==> src/pkg/cgc_pkg.sv <==
package cgc_pkg;

   // register byte addresses
   localparam logic [31:0] OFS_CLOCK_STOP   = 32'hB800_0004;
   localparam logic [31:0] OFS_DIV_SELECT   = 32'hB800_0008;
   localparam logic [31:0] OFS_SETTLE_WAIT  = 32'hB800_000C;
   localparam logic [31:0] OFS_BLOCK_GATE   = 32'hB800_0010;

   // write protection key
   localparam logic [31:0] UNLOCK_WORD      = 32'h0000_003C;

   // divider register fields
   localparam int          BUS_SEL_LSB      = 0;
   localparam int          CORE_SEL_LSB     = 4;
   localparam logic [2:0]  DIV_SEL_RESET    = 3'h0;
   localparam logic [2:0]  DIV_CODE_MAX     = 3'h4;
   localparam logic [2:0]  DIV_CODE_DIV32   = 3'h5;

   // settle wait register fields
   localparam logic [3:0]  WAIT_RESET       = 4'hF;
   localparam logic [3:0]  WAIT_EXT_CLOCK   = 4'h0;
   localparam logic [3:0]  WAIT_CRYSTAL     = 4'hF;
   localparam logic [3:0]  WAIT_FIXED_ONES  = 4'hF;

   // clock stop register fields
   localparam int          STOP_SERIAL_BIT  = 0;
   localparam int          STOP_TEST_BIT    = 1;
   localparam int          STOP_HALT_BIT    = 2;
   localparam int          STOP_STANDBY_REQUEST_BIT_BIT    = 7;

   // block gate register: 13 gate bits, adc at bit 0
   localparam int          BLK_GATES        = 13;
   localparam int          BLK_DRAM_BIT     = 8;
   localparam int          BLK_DMA_BIT      = 9;
   localparam logic [12:0] BLK_GATE_RESET   = 13'h0000;

   // timing
   localparam int          CLK_MHZ          = 100;
   localparam int          SETTLE_MIN_MS    = 10;
   localparam int          SETTLE_CYCLES    = SETTLE_MIN_MS * 1000 * CLK_MHZ;
   localparam int          EXT_WAIT_CYCLES  = 1;
   localparam int          SETTLE_W         = 24;

   typedef enum logic [1:0] {
      CGC_RUN,
      CGC_HALT,
      CGC_STANDBY,
      CGC_SETTLE
   } cgc_mode_t;

   typedef struct packed {
      logic [31:0]          prdata;
      logic                 pready;
      logic                 pslverr;
      logic [2:0]           bus_sel;
      logic [2:0]           core_sel;
      logic [2:0]           bus_eff;
      logic [2:0]           core_eff;
      logic [3:0]           wait_code;
      logic                 serial_gate;
      logic                 test_gate;
      logic                 halt_bit;
      logic                 standby_request_bit_bit;
      logic [12:0]          blk_gate;
      logic [2:0]           unlock;
      cgc_mode_t            mode;
      logic [SETTLE_W-1:0]  settle_cnt;
      logic [4:0]           div_cnt;
      logic                 wake_s1;
      logic                 wake_s2;
      logic                 dpin_s1;
      logic                 dpin_s2;
      logic                 bus_clk_en;
      logic                 core_clk_en;
      logic [14:0]          block_clk_en;
      logic                 osc_run;
      logic                 cpu_clk_on;
      logic                 access_abort;
   } cgc_state_t;

endpackage

==> src/design/cgc_clock_gear.sv <==
// Behaviour
// - protected registers take a value only right after the unlock word there.
// - low and next 3-bit fields pick bus and core divisors 1 to 1/32.
// - unused divider register bits read zero and ignore writes.
// - a new divisor code changes the derived rate with no reset.
// - core divisor paces peripheral enables; bus divisor does not touch them.
// - only a reset wake returns divisors to 1/1; other wakes keep them.
// - 4-bit wait field sets settle time held after a standby wake.
// - wait code 0000 waits one input clock; others below 1111 reserved.
// - wait code 1111 waits at least 10 ms, rate independent.
// - wait register bits 7..4 read one, bits above read zero.
// - wait never applies after reset release; reset held over 10 ms.
// - each listed block clock gates alone; DRAM also by its pin.
// - gated timer or pulse-width clock freezes its count until restored.
// - access to gated DMA or DRAM controller raises an abort.
// - only a reset wake re-enables clocks that software gated.
// - standby request bit stops oscillation; settle wait applies on wake.
module cgc_clock_gear #(
   parameter int SETTLE_CYCLES = cgc_pkg::SETTLE_CYCLES,
   parameter bit HAS_DIV32     = 1'b1,
   parameter bit HAS_EXT_WAIT  = 1'b1
) (
   // clock and reset
   input  wire logic        pclk,
   input  wire logic        presetn,
   // apb slave
   input  wire logic        psel,
   input  wire logic        penable,
   input  wire logic        pwrite,
   input  wire logic [31:0] paddr,
   input  wire logic [31:0] pwdata,
   output logic [31:0]      prdata,
   output logic             pready,
   output logic             pslverr,
   // pins
   input  wire logic        wake_req,
   input  wire logic        dram_clock_gate_pin_n,
   // peripheral access watch
   input  wire logic        dma_access,
   input  wire logic        dram_access,
   // derived clock enables
   output logic             bus_clk_en,
   output logic             core_clk_en,
   output logic [14:0]      block_clk_en,
   // power state
   output logic             osc_run,
   output logic             cpu_clk_on,
   output logic             access_abort
);

   // settle count end points
   localparam int SETTLE_W_L = cgc_pkg::SETTLE_W;
   localparam logic [SETTLE_W_L-1:0] SETTLE_LAST =
      SETTLE_W_L'(SETTLE_CYCLES - 1);
   localparam logic [SETTLE_W_L-1:0] EXT_LAST =
      SETTLE_W_L'(cgc_pkg::EXT_WAIT_CYCLES - 1);

   cgc_pkg::cgc_state_t s_reg;
   cgc_pkg::cgc_state_t s_next;

   // effective divisor shift; reserved codes fall back to full rate
   function automatic logic [4:0] div_mask(input logic [2:0] code);
      logic [2:0] c;
      c = code;
      if (code == cgc_pkg::DIV_CODE_DIV32 && !HAS_DIV32)
         c = cgc_pkg::DIV_SEL_RESET;
      else if (code > cgc_pkg::DIV_CODE_DIV32)
         c = cgc_pkg::DIV_SEL_RESET;
      // ones below the shift pick the pulse phase of the counter
      div_mask = 5'((6'h01 << c) - 6'h01);
   endfunction

   // reserved wait codes treated as crystal: the safe, longer choice
   function automatic logic [SETTLE_W_L-1:0] wait_last(
      input logic [3:0] code);
      if (code == cgc_pkg::WAIT_EXT_CLOCK && HAS_EXT_WAIT)
         wait_last = EXT_LAST;
      else if (code == cgc_pkg::WAIT_CRYSTAL)
         wait_last = SETTLE_LAST;
      else
         wait_last = SETTLE_LAST;
   endfunction

   // decode of a protected register address, one hot
   function automatic logic [2:0] prot_hit(input logic [31:0] a);
      if (a == cgc_pkg::OFS_CLOCK_STOP)
         prot_hit = 3'h1;
      else if (a == cgc_pkg::OFS_DIV_SELECT)
         prot_hit = 3'h2;
      else if (a == cgc_pkg::OFS_SETTLE_WAIT)
         prot_hit = 3'h4;
      else
         prot_hit = 3'h0;
   endfunction

   // helpers, each given a value at the top of the process
   logic        wr_done;
   logic        rd_setup;
   logic [2:0]  hit;
   logic        may_store;
   logic        run_clocks;
   logic [4:0]  bus_m;
   logic [4:0]  core_m;
   logic        dram_pin_gate;

   // next state: hold by default, then bus, divider, modes, enables
   always_comb begin
      s_next        = s_reg;
      wr_done       = psel && penable && s_reg.pready && pwrite;
      rd_setup      = psel && !penable && !s_reg.pready;
      hit           = prot_hit(paddr);
      may_store     = (hit & s_reg.unlock) != 3'h0;
      run_clocks    = 1'b0;
      bus_m         = div_mask(s_reg.bus_eff);
      core_m        = div_mask(s_reg.core_eff);
      dram_pin_gate = !s_reg.dpin_s2;

      // pins pass two flops before use
      s_next.wake_s1 = wake_req;
      s_next.wake_s2 = s_reg.wake_s1;
      s_next.dpin_s1 = dram_clock_gate_pin_n;
      s_next.dpin_s2 = s_reg.dpin_s1;

      // apb: answer one cycle after setup, data loaded with pready
      s_next.pready  = rd_setup;
      s_next.pslverr = 1'b0;
      if (rd_setup) begin
         s_next.prdata = 32'h0000_0000;
         // registers read back through one address chain
         if (paddr == cgc_pkg::OFS_CLOCK_STOP) begin
            s_next.prdata[cgc_pkg::STOP_SERIAL_BIT] = s_reg.serial_gate;
            s_next.prdata[cgc_pkg::STOP_TEST_BIT]   = s_reg.test_gate;
            s_next.prdata[cgc_pkg::STOP_HALT_BIT]   = s_reg.halt_bit;
            s_next.prdata[cgc_pkg::STOP_STANDBY_REQUEST_BIT_BIT]   = s_reg.standby_request_bit_bit;
         end else if (paddr == cgc_pkg::OFS_DIV_SELECT) begin
            s_next.prdata[cgc_pkg::BUS_SEL_LSB +: 3]  = s_reg.bus_sel;
            s_next.prdata[cgc_pkg::CORE_SEL_LSB +: 3] = s_reg.core_sel;
         end else if (paddr == cgc_pkg::OFS_SETTLE_WAIT) begin
            s_next.prdata[7:0] = {cgc_pkg::WAIT_FIXED_ONES,
                                  s_reg.wait_code};
         end else if (paddr == cgc_pkg::OFS_BLOCK_GATE) begin
            s_next.prdata[cgc_pkg::BLK_GATES-1:0] = s_reg.blk_gate;
         end else begin
            s_next.pslverr = 1'b1;
         end
      end else begin
         // data rests at zero outside the answer cycle
         s_next.prdata = 32'h0000_0000;
      end

      // writes, with key arming for protected registers
      if (wr_done) begin
         s_next.unlock = 3'h0;
         if (hit != 3'h0 && may_store) begin
            // clock stop register
            if (hit[0]) begin
               s_next.serial_gate = pwdata[cgc_pkg::STOP_SERIAL_BIT];
               s_next.test_gate   = pwdata[cgc_pkg::STOP_TEST_BIT];
               s_next.halt_bit    = pwdata[cgc_pkg::STOP_HALT_BIT];
               s_next.standby_request_bit_bit    = pwdata[cgc_pkg::STOP_STANDBY_REQUEST_BIT_BIT];
            end
            // divider fields, other bits dropped
            if (hit[1]) begin
               s_next.bus_sel  = pwdata[cgc_pkg::BUS_SEL_LSB +: 3];
               s_next.core_sel = pwdata[cgc_pkg::CORE_SEL_LSB +: 3];
            end
            // low four bits only; the upper nibble is fixed
            if (hit[2])
               s_next.wait_code = pwdata[3:0];
         end else if (hit != 3'h0 && pwdata == cgc_pkg::UNLOCK_WORD) begin
            s_next.unlock = hit;
         end else if (paddr == cgc_pkg::OFS_BLOCK_GATE) begin
            s_next.blk_gate = pwdata[cgc_pkg::BLK_GATES-1:0];
         end
      end

      // free-running divider; new codes land when all rates align
      s_next.div_cnt = s_reg.div_cnt + 5'h01;
      // the wrap is the one edge shared by every rate
      if (s_reg.div_cnt == 5'h1F) begin
         s_next.bus_eff  = s_reg.bus_sel;
         s_next.core_eff = s_reg.core_sel;
      end

      // power modes; a non-reset wake leaves divisors and gates alone
      case (s_reg.mode)
         cgc_pkg::CGC_RUN: begin
            // stop bits act the cycle after the write lands
            run_clocks = 1'b1;
            if (s_reg.standby_request_bit_bit) begin
               // no enable may leave as the oscillator stops
               run_clocks     = 1'b0;
               s_next.mode    = cgc_pkg::CGC_STANDBY;
               s_next.osc_run = 1'b0;
            end else if (s_reg.halt_bit) begin
               s_next.mode = cgc_pkg::CGC_HALT;
            end
         end
         cgc_pkg::CGC_HALT: begin
            // core and peripherals run on; only a wake ends it
            run_clocks = 1'b1;
            if (s_reg.wake_s2) begin
               s_next.mode     = cgc_pkg::CGC_RUN;
               s_next.halt_bit = 1'b0;
            end
         end
         cgc_pkg::CGC_STANDBY: begin
            // oscillator off; the wake passes the synchroniser first
            if (s_reg.wake_s2) begin
               s_next.mode       = cgc_pkg::CGC_SETTLE;
               s_next.osc_run    = 1'b1;
               s_next.settle_cnt = '0;
            end
         end
         default: begin
            // settle: clocks stay off until the count ends
            s_next.settle_cnt = s_reg.settle_cnt + 1'b1;
            if (s_reg.settle_cnt >= wait_last(s_reg.wait_code)) begin
               s_next.mode     = cgc_pkg::CGC_RUN;
               s_next.standby_request_bit_bit = 1'b0;
               s_next.halt_bit = 1'b0;
            end
         end
      endcase

      // cpu clock follows the mode being entered
      s_next.cpu_clk_on = (s_next.mode == cgc_pkg::CGC_RUN);

      // enables: core paces peripherals, bus only the bus
      s_next.bus_clk_en  = s_next.cpu_clk_on &&
                           ((s_reg.div_cnt & bus_m) == 5'h00);
      s_next.core_clk_en = run_clocks &&
                           ((s_reg.div_cnt & core_m) == 5'h00);
      // gated blocks see no enable, so their counters hold
      s_next.block_clk_en[12:0] = {13{s_next.core_clk_en}} &
                                  ~s_reg.blk_gate;
      // the pin gate overrides the software bit for dram
      if (dram_pin_gate)
         s_next.block_clk_en[cgc_pkg::BLK_DRAM_BIT] = 1'b0;
      // serial and test enables follow the clock stop register
      s_next.block_clk_en[13] = s_next.core_clk_en && !s_reg.serial_gate;
      s_next.block_clk_en[14] = s_next.core_clk_en && !s_reg.test_gate;

      // abort on access to a stopped dma or dram controller
      s_next.access_abort =
         (dma_access && s_reg.blk_gate[cgc_pkg::BLK_DMA_BIT]) ||
         (dram_access && (s_reg.blk_gate[cgc_pkg::BLK_DRAM_BIT] ||
                          dram_pin_gate));
   end

   // reset returns full rate and all clocks on, no settle wait
   always_ff @(posedge pclk or negedge presetn) begin
      if (!presetn) begin
         // every field named once, so none is reset twice
         s_reg.prdata       <= 32'h0000_0000;
         s_reg.pready       <= 1'b0;
         s_reg.pslverr      <= 1'b0;
         s_reg.bus_sel      <= cgc_pkg::DIV_SEL_RESET;
         s_reg.core_sel     <= cgc_pkg::DIV_SEL_RESET;
         s_reg.bus_eff      <= cgc_pkg::DIV_SEL_RESET;
         s_reg.core_eff     <= cgc_pkg::DIV_SEL_RESET;
         s_reg.wait_code    <= cgc_pkg::WAIT_RESET;
         s_reg.serial_gate  <= 1'b0;
         s_reg.test_gate    <= 1'b0;
         s_reg.halt_bit     <= 1'b0;
         s_reg.standby_request_bit_bit     <= 1'b0;
         s_reg.blk_gate     <= cgc_pkg::BLK_GATE_RESET;
         s_reg.unlock       <= 3'h0;
         s_reg.mode         <= cgc_pkg::CGC_RUN;
         s_reg.settle_cnt   <= '0;
         s_reg.div_cnt      <= 5'h00;
         s_reg.wake_s1      <= 1'b0;
         s_reg.wake_s2      <= 1'b0;
         s_reg.dpin_s1      <= 1'b1;
         s_reg.dpin_s2      <= 1'b1;
         s_reg.bus_clk_en   <= 1'b0;
         s_reg.core_clk_en  <= 1'b0;
         s_reg.block_clk_en <= 15'h0000;
         s_reg.osc_run      <= 1'b1;
         s_reg.cpu_clk_on   <= 1'b1;
         s_reg.access_abort <= 1'b0;
      end else begin
         s_reg <= s_next;
      end
   end

   // outputs straight from the state flops
   assign prdata       = s_reg.prdata;
   assign pready       = s_reg.pready;
   assign pslverr      = s_reg.pslverr;
   assign bus_clk_en   = s_reg.bus_clk_en;
   assign core_clk_en  = s_reg.core_clk_en;
   assign block_clk_en = s_reg.block_clk_en;
   assign osc_run      = s_reg.osc_run;
   assign cpu_clk_on   = s_reg.cpu_clk_on;
   assign access_abort = s_reg.access_abort;

endmodule

==> config.mk <==
export PLATFORM = sky130hd
export DESIGN_NAME = cgc_clock_gear
export DESIGN_NICKNAME = d
export VERILOG_FILES = /design/src/pkg/cgc_pkg.sv /design/src/design/cgc_clock_gear.sv
export SDC_FILE = /design/constraint.sdc
export NUM_CORES = 1
export LEC_CHECK = 0
export ABC_AREA = 1
export BUFFER_PORTS_ARGS = -buffer_cell sky130_fd_sc_hd__buf_4
export CORE_MARGIN = 1
export CORE_UTILIZATION = 55
export DETAILED_ROUTE_END_ITERATION = 6
export PLACE_DENSITY = 0.81
export SYNTH_ARGS = -nofsm -noshare
export SYNTH_HDL_FRONTEND = slang
export SYNTH_SLANG_ARGS = --single-unit
==> constraint.sdc <==
create_clock -name pclk -period 2.2 [get_ports pclk]
set_input_delay 0.11 -clock pclk [delete_from_list [all_inputs] [get_ports pclk]]
set_output_delay 0.11 -clock pclk [all_outputs]
set_load 0.005 [all_outputs]
# Word-level counts from Yosys, hierarchy flattened

Index checks and enable logic that the tools add are counted.
Widths: inputs -> output; s select.

Multiply operators: 0
Mux-type cells: 48
Div/mod/pow operators: 0
Reduce and logical (&&, ||, !) cells: 37
$add $sub $neg: 4
Bitwise gates (word level): 8
Eq/ne operators: 10
Order comparisons: 3
Shift operators: 2

Operators by type and width:

| operator              | number |
|---|---|
| $eq 32x32->1 const B  | 4 |
| $mux 13               | 4 |
| $pmux 24 s2           | 1 |
| $eq 32x6->1 const B   | 1 |
| $mux 3                | 9 |
| $mux 26               | 1 |
| $add 24x1->24 const B | 1 |
| $ge 24x24->1          | 1 |
| $mux 24               | 1 |
| $mux 20               | 1 |
| $mux 18               | 1 |
| $mux 16               | 1 |
| $mux 2                | 7 |
| $and 13x13->13        | 1 |
| $logic_and 1x1->1     | 13 |
| $mux 1                | 13 |
| $not 13->13           | 1 |
| $reduce_and 3->1      | 4 |
| $and 5x5->5           | 2 |
| $logic_not 5->1       | 2 |
| $mux 5                | 2 |
| $shl 1x3->5 const A   | 2 |
| $sub 5x1->5 const B   | 2 |
| $mux 8                | 1 |
| other kinds (22)      | 36 |

Bits in latches: 0
RAM bits: 0
Bits in registers: 125
Input bits: 73
Memory bits (read-only): 0
Output and inout port bits: 54
Memories: 0

# Depth between registers and ports, before layout

Gate-level depths: netlist (run 1).

Depth after elaboration: 11
Mapped depth: 15
Mapped depth without buffers: 15

# Worst setup path after synthesis (run 1)

Ideal clock, no wire load.

Path type: register -> register
Start point: reg s_reg[77] (netlist bit)
End point: reg bus_clk_en (netlist name)
Setup time: 0.123 ns
Period minus slack after synthesis: 1.808 ns
Arrival: 1.686 ns
Slack: 0.392 ns
Stages on the path, launching flop included: 14
Path through: dfstp_2 > nor2_1 > nand2_1 > ha_1 > o21ai_0 > nand2_1 > nand2_1 > nand3_1 > nand2_1 > nand2_1 > nand2_1 > nand3_1 > nand3_1 > nor2_1

RTL lines:

| element         | line                 | RTL |
|---|---|---|
| start, declared | cgc_clock_gear.sv:58 | `cgc_pkg::cgc_state_t s_reg;` |

==> flow_summary.toml, run 1 <==
[sta]
rsz0062_at_grt = "no"
timing.slew.headroom_pct = 61.5
finClkSkew_ns = 0.0139
setup-violations-final = 0
period_needed_ns = 1.97
final_min_period_over_clock_period_pct = 89.6
final-hold-violation-count = 0
maxClockFrequency_mhz = 507
timing_max_transition_violations_final = 0
totalNegativeSetupSlack_ns = 0
timing_worst_slew_pin_value_ns = 0.577

[setup_path]
reg2reg_to = "bus_clk_en"
worst_r2r_path_depth = 14
req_time_crit_path_ns = 2.48
timing.critical_path.to_type = "flip-flop"
timing.setup.critical_path_class = "flip-flop to flip-flop"
crit_fanout = 5
worstPathArrival_ns = 2.25
worst_r2r_startpoint = "s_reg[77]"
reg2reg_setup_slack_ns = 0.23
setup.worst_path.start_class = "flip-flop"

[power]
power.clock.fraction_pct = 28.6
irDropWorstVdd_mv = 0.370
internal_pwr_total_uw = 3170
power_per_cell_area_nw_per_um2 = 662
power.static_leakage_uw = 0.00333
pwr-share-seq_pct = 49.9
p_comb_share_pct = 21.6
p_sw_share_pct = 29.8
net-switching-power_uw = 1340
power.total_uw = 4520

[yosys]
yosys.cell_count.top_type = "nand2_1"
synth_cells = 695
post_synth.cell_area_avg_sq_um = 8.28
synth-main-ff-cell = "dfrtp_1"
post_synth_main_area_contributors = "dfrtp_1 43%, nand2_1 8.3%, nor2_1 6.4%"
synth_seq_area_share_pct = 46.3
async_flop_share_pct = 100
synth_enable_flop_cells = 0
synth_top_cell_area_share_pct = 42.6
post_synth_and_or_nand_nor_area_fraction_pct = 27.5
post_synth_num_cell_types = 47
syn_area_sq_um = 5750
synth_compound_area_share_pct = 9.26
post_synth_fa_ha_maj_area_fraction_pct = 2.17
post_synth_xor_area_fraction_pct = 0.457
netlist_top_cells_count = "127 x nand2_1, 98 x dfrtp_1, 98 x nor2_1"
yosys_warnings = 0
synth_top_family_by_area = "simple AND/OR/NAND/NOR gates"
post_synth_top_area_cell = "dfrtp_1"
synth.ff_latch_count = 106
synthMuxAreaShare_pct = 1.57

[global_route]
first_pass_grt_wire_length_mm = 21.9
grt_pass1_vias = 4760
global_route.overflow_total = 0
grt_max_degree = 45
antenna_found_initial = 0
globalRouteTotalUtil_pct = 25.2

[placement]
cell_area_reported_after_detailed_placement_sq_um = 6470
port_buffers = 107
gp_weighted_congestion = 0.884
dpl.hpwl_mm = 9.69

[finish]
final_design_area_no_fill_sq_um = 6830
utilization_pct = 68.6
multi_input_comb_area_sq_um = 2430
area_delta_synth_final_pct = 18.7
layout_cell_share_with_drive_strength_beyond_1_pct = 24.8
total_area_of_sequential_cells_sq_um = 2660
number_of_flip_flops_in_the_largest_register = 69
number_of_diodes_added_for_antenna_fixing = 0
final_net_count = 882
fill_cells = 764

[flow_run]
max_cap_viol_count = 0

[clock_network]
postCtsSetupRepairBufs = 0
tritoncts = "done"
cts_num_sinks = 106
cts-htree-levels = 3
clock_insertion_delay_worst_skew_ns = 0.38
numCtsBuffers = 9
cts.repair.resized = 0
clk_transition_reported_paths_ns = 0.11
root_buffer = "clkbuf_8"
cts_max_path_buffers = 2

[die]
row_count = 36
die-height_um = 104
design.core.area_sq_um = 9950
starting_utilization_of_the_core_area_pct = 57.8
io_pins = 127
fp.dieW_um = 104
fp.dieArea_sq_um = 10900

[routing]
ant_nets = 0
post_drt_wl_per_cell_um = 13.9
first_iter_violations = 376
detailroute.via_count = 4915
detail_route.vias_per_cell = 5.25
drt-pass1-iter-count = 5
routed_wirelength_mm = 13.0
detailed_route_drc_error_count = 0

[status]
run_status = "finished, final reports clean"

[min_path]
timing.hold.worst_path_depth = 3
timing.hold.worst.start = "pwdata[1]"
worst_min_delay_path_category = "input port to flip-flop"
min_to = "s_reg[76]"
timing repair:
action,in CTS,in global routing
endpoints found under the hold margin,52,0
hold buffers,14,0
setup endpoints to repair,0,0
per-layer routing:
layer  part of all wire, %  routed length, um  global-route usage, %  vias to the layer above
met5                     0                  0                      0                        -
met4                   2.4                317                   9.90                        0
met3                   5.9                768                   4.26                       36
met2                    49               6400                   42.7                      211
met1                    42               5510                   32.2                     2280
li1                      -                  -                      -                     2388
worst max-delay path: stages, from the launching register on:
cell,delay (ns)
dfstp_2,0.56
nor2_1,0.05
nand2_1,0.15
inv_1,0.08
ha_1,0.27
o21ai_0,0.08
nand2_1,0.06
nand2_1,0.06
nand3_1,0.07
nand2_1,0.07
nand2_1,0.04
nand2_1,0.07
nand3_1,0.13
nand3_1,0.14
nor2_1,0.05
area by class of cell:
type	count	area share, %
inverter	85	4.75
timing repair buffer	130	15.0
clock buffer	9	1.81
tap	133	2.44
clock inverter	7	1.43
multi-input combinational	467	35.6
sequential	106	39.0
power by group through the flow:
stage	combinational, uW	clock (uW)	sequential (uW)
global placement	922	0	2280
global route	1070	1380	2270
detailed placement	947	0	2290
finish	974	1290	2250
CTS	977	1300	2260
floorplan	578	0	2270
worst max path at each step:
stage / cells after the start / from / slack [ns] / to
after global routing: 14 / s_reg[77] / 0.05 / bus_clk_en
after CTS: 14 / s_reg[77] / 0.22 / bus_clk_en
final: 14 / s_reg[77] / 0.23 / bus_clk_en
after floorplan: 13 / s_reg[77] / 0.39 / bus_clk_en
after global placement: 13 / s_reg[77] / 0.33 / bus_clk_en
after detailed placement: 14 / s_reg[77] / 0.25 / bus_clk_en
stage by stage:
step,cells,worst slack (ns),hold WS (ns)
CTS,937,0.224,0.0113
floorplan,713,0.392,-0.186
global route,937,0.0549,0.0132
global placement,907,0.327,0.132
finish,937,0.228,0.0208
detailed placement,907,0.250,0.134
kinds of logic (layout without fill, tap and decap cells):
family	Yosys count	in the layout
compound gates	93	93
xor+xnor	3	3
fa+ha+maj	10	10
buf+inv	140	231
flops	106	106
mux	6	6
other cells	1	19
simple gates	336	336
layout by cell type (no fill, tap or decap), types with 14 or more instances in the layout:
| master | instances |
|---|---|
| nand3_1 | 34 |
| conb_1 | 19 |
| dlygate4sd3_1 | 14 |
| buf_4 | 115 |
| nand4_1 | 15 |
| inv_1 | 81 |
| o21ai_0 | 42 |
| a21oi_1 | 22 |
| nand2_1 | 127 |
| nor2_2 | 16 |
| dfrtp_1 | 98 |
| nor2_1 | 98 |
No activity file was read; power rests on OpenSTA's default activity.
==> run 2: changes to the inputs <==
- CORE_UTILIZATION: 55 -> 50
- PLACE_DENSITY: 0.81 -> 0.74
==> flow_summary.toml, run 2 (synthesis gave the netlist of run 1 again) <==
[clock_network]
postCtsSetupRepairBufs = 0
cts_max_path_buffers = 2
cts-htree-levels = 3
cts_num_sinks = 106
clk_transition_reported_paths_ns = 0.07
numCtsBuffers = 9
tritoncts = "done"
clock_insertion_delay_worst_skew_ns = 0.35
root_buffer = "clkbuf_16"

[sta]
timing.slew.headroom_pct = 66.5
maxClockFrequency_mhz = 526
rsz0062_at_grt = "no"
final-hold-violation-count = 0
final_min_period_over_clock_period_pct = 86.5
period_needed_ns = 1.90
finClkSkew_ns = 0.00774
timing_max_transition_violations_final = 0
setup-violations-final = 0
timing_worst_slew_pin_value_ns = 0.502
totalNegativeSetupSlack_ns = 0
holdWs_ns = 0.0125

[power]
p_sw_share_pct = 26.1
net-switching-power_uw = 1270
pwr-share-seq_pct = 46.2
power.clock.fraction_pct = 34.4
power.total_uw = 4880
power.static_leakage_uw = 0.00333
irDropWorstVdd_mv = 0.581
internal_pwr_total_uw = 3600
power_per_cell_area_nw_per_um2 = 712
p_comb_share_pct = 19.4

[flow_run]
max_cap_viol_count = 0

[placement]
port_buffers = 107
post-place-cells = 913
dpl.hpwl_mm = 9.71
gp_weighted_congestion = 0.887

[finish]
area_delta_synth_final_pct = 19.1
number_of_flip_flops_in_the_largest_register = 69
mostFrequentLayoutCells = "127 x nand2_1, 114 x buf_4, 98 x nor2_1, 98 x dfrtp_1, 81 x inv_1"
final_net_count = 874
fill_cells = 961
fin_cells = 936
layout_cell_share_with_drive_strength_beyond_1_pct = 24.6
number_of_diodes_added_for_antenna_fixing = 0
layout_commonest_cell = "nand2_1"

[die]
row_count = 38
starting_utilization_of_the_core_area_pct = 52.2
fp.dieW_um = 109
io_pins = 127
die-height_um = 109
fp.dieArea_sq_um = 11900
design.core.area_sq_um = 11000

[setup_path]
worstPathArrival_ns = 2.13
timing.setup.critical_path_class = "flip-flop to flip-flop"
crit_fanout = 4
timing.critical_path.to_type = "flip-flop"
setup.worst_path.start_class = "flip-flop"
req_time_crit_path_ns = 2.43

[routing]
routed_wirelength_mm = 12.5
post_drt_wl_per_cell_um = 13.4
detailroute.via_count = 4801
drt-pass1-iter-count = 5
detail_route.vias_per_cell = 5.13
ant_nets = 0
first_iter_violations = 341
detailed_route_drc_error_count = 0

[global_route]
globalRouteTotalUtil_pct = 22.6
first_pass_grt_wire_length_mm = 20.9
grt_pass1_vias = 4718
antenna_found_initial = 0
grt_max_degree = 43
global_route.overflow_total = 0

[min_path]
worst_min_delay_path_category = "input port to flip-flop"

[status]
run_status = "finished, final reports clean"
[run 2: cell types whose count changed in the layout (fill, tap and decap cells not counted), sizes merged]
cell,change
inv,-2
clkinvlp,+2
clkinv,-3
clkbuf,+2
buf,-1
dlygate4sd3,-7
bufinv,+1
[run 2: power by group through the flow]
stage          Sequential [uW]  Combinational [uW]  Clock, uW
5_1_grt                   2270                1070       1790
3_5_place_dp              2290                 942          0
3_3_place_gp              2290                 919          0
6_report                  2250                 945       1680
4_1_cts                   2250                 957       1720
2_1_floorplan             2270                 578          0
[run 2: repair_timing]
action,in CTS,in global routing
gates resized for setup,0,0
endpoints found under the hold margin,36,0
hold buffers,7,0
[run 2: through the flow]
| step | utilization [%] | area [sq um] | setup WS [ns] |
|---|---|---|---|
| 3_5_place_dp | 58.6 | 6470 | 0.307 |
| 5_1_grt | 62.1 | 6850 | 0.0369 |
| 3_3_place_gp | 58.6 | 6470 | 0.357 |
| 4_1_cts | 62.1 | 6850 | 0.291 |
| 2_1_floorplan | - | 5820 | 0.392 |
| 6_report | 62.1 | 6850 | 0.298 |
[run 2: layout make-up]
| cell class | count | area, sq um | share of cell area (%) |
|---|---|---|---|
| Sequential cell | 106 | 2660 | 38.9 |
| Multi-Input combinational cell | 467 | 2430 | 35.5 |
| Timing Repair Buffer | 122 | 946 | 13.8 |
| Inverter | 85 | 324 | 4.73 |
| Clock buffer | 11 | 233 | 3.40 |
| Tap cell | 140 | 175 | 2.56 |
| Clock inverter | 5 | 80.1 | 1.17 |
[run 2: worst max-delay path: stages, from the launching register on]
cell	delay, ns
dfstp_2	0.54
nor2_1	0.05
nand2_1	0.09
inv_1	0.06
ha_1	0.27
o21ai_0	0.07
nand2_1	0.06
nand2_1	0.07
nand3_1	0.07
nand2_1	0.06
nand2_1	0.05
nand2_1	0.08
nand3_1	0.13
nand3_1	0.14
nor2_1	0.05
[run 2: final timing paths]
| path | from | endpoint | slack (ns) | cells after the start |
|---|---|---|---|---|
| worst max register to register | s_reg[75] | bus_clk_en | 0.30 | 14 |
| worst max-delay path | s_reg[75] | bus_clk_en | 0.30 | 14 |
| worst min register to register | s_next[22] | s_reg[22] | 0.36 | 0 |
| max in group asynchronous | presetn | s_reg[45] | 1.18 | 3 |
| worst min-delay path | pwdata[10] | s_reg[68] | 0.01 | 2 |
| min in group asynchronous | presetn | block_clk_en[10] | 0.27 | 2 |
[run 2: per-layer routing]
| layer | global-route usage (%) | share of wire, % |
|---|---|---|
| met5 | 0 | 0 |
| met4 | 7.81 | 1.4 |
| met3 | 4.72 | 5.7 |
| met2 | 39.1 | 49 |
| met1 | 27.8 | 44 |
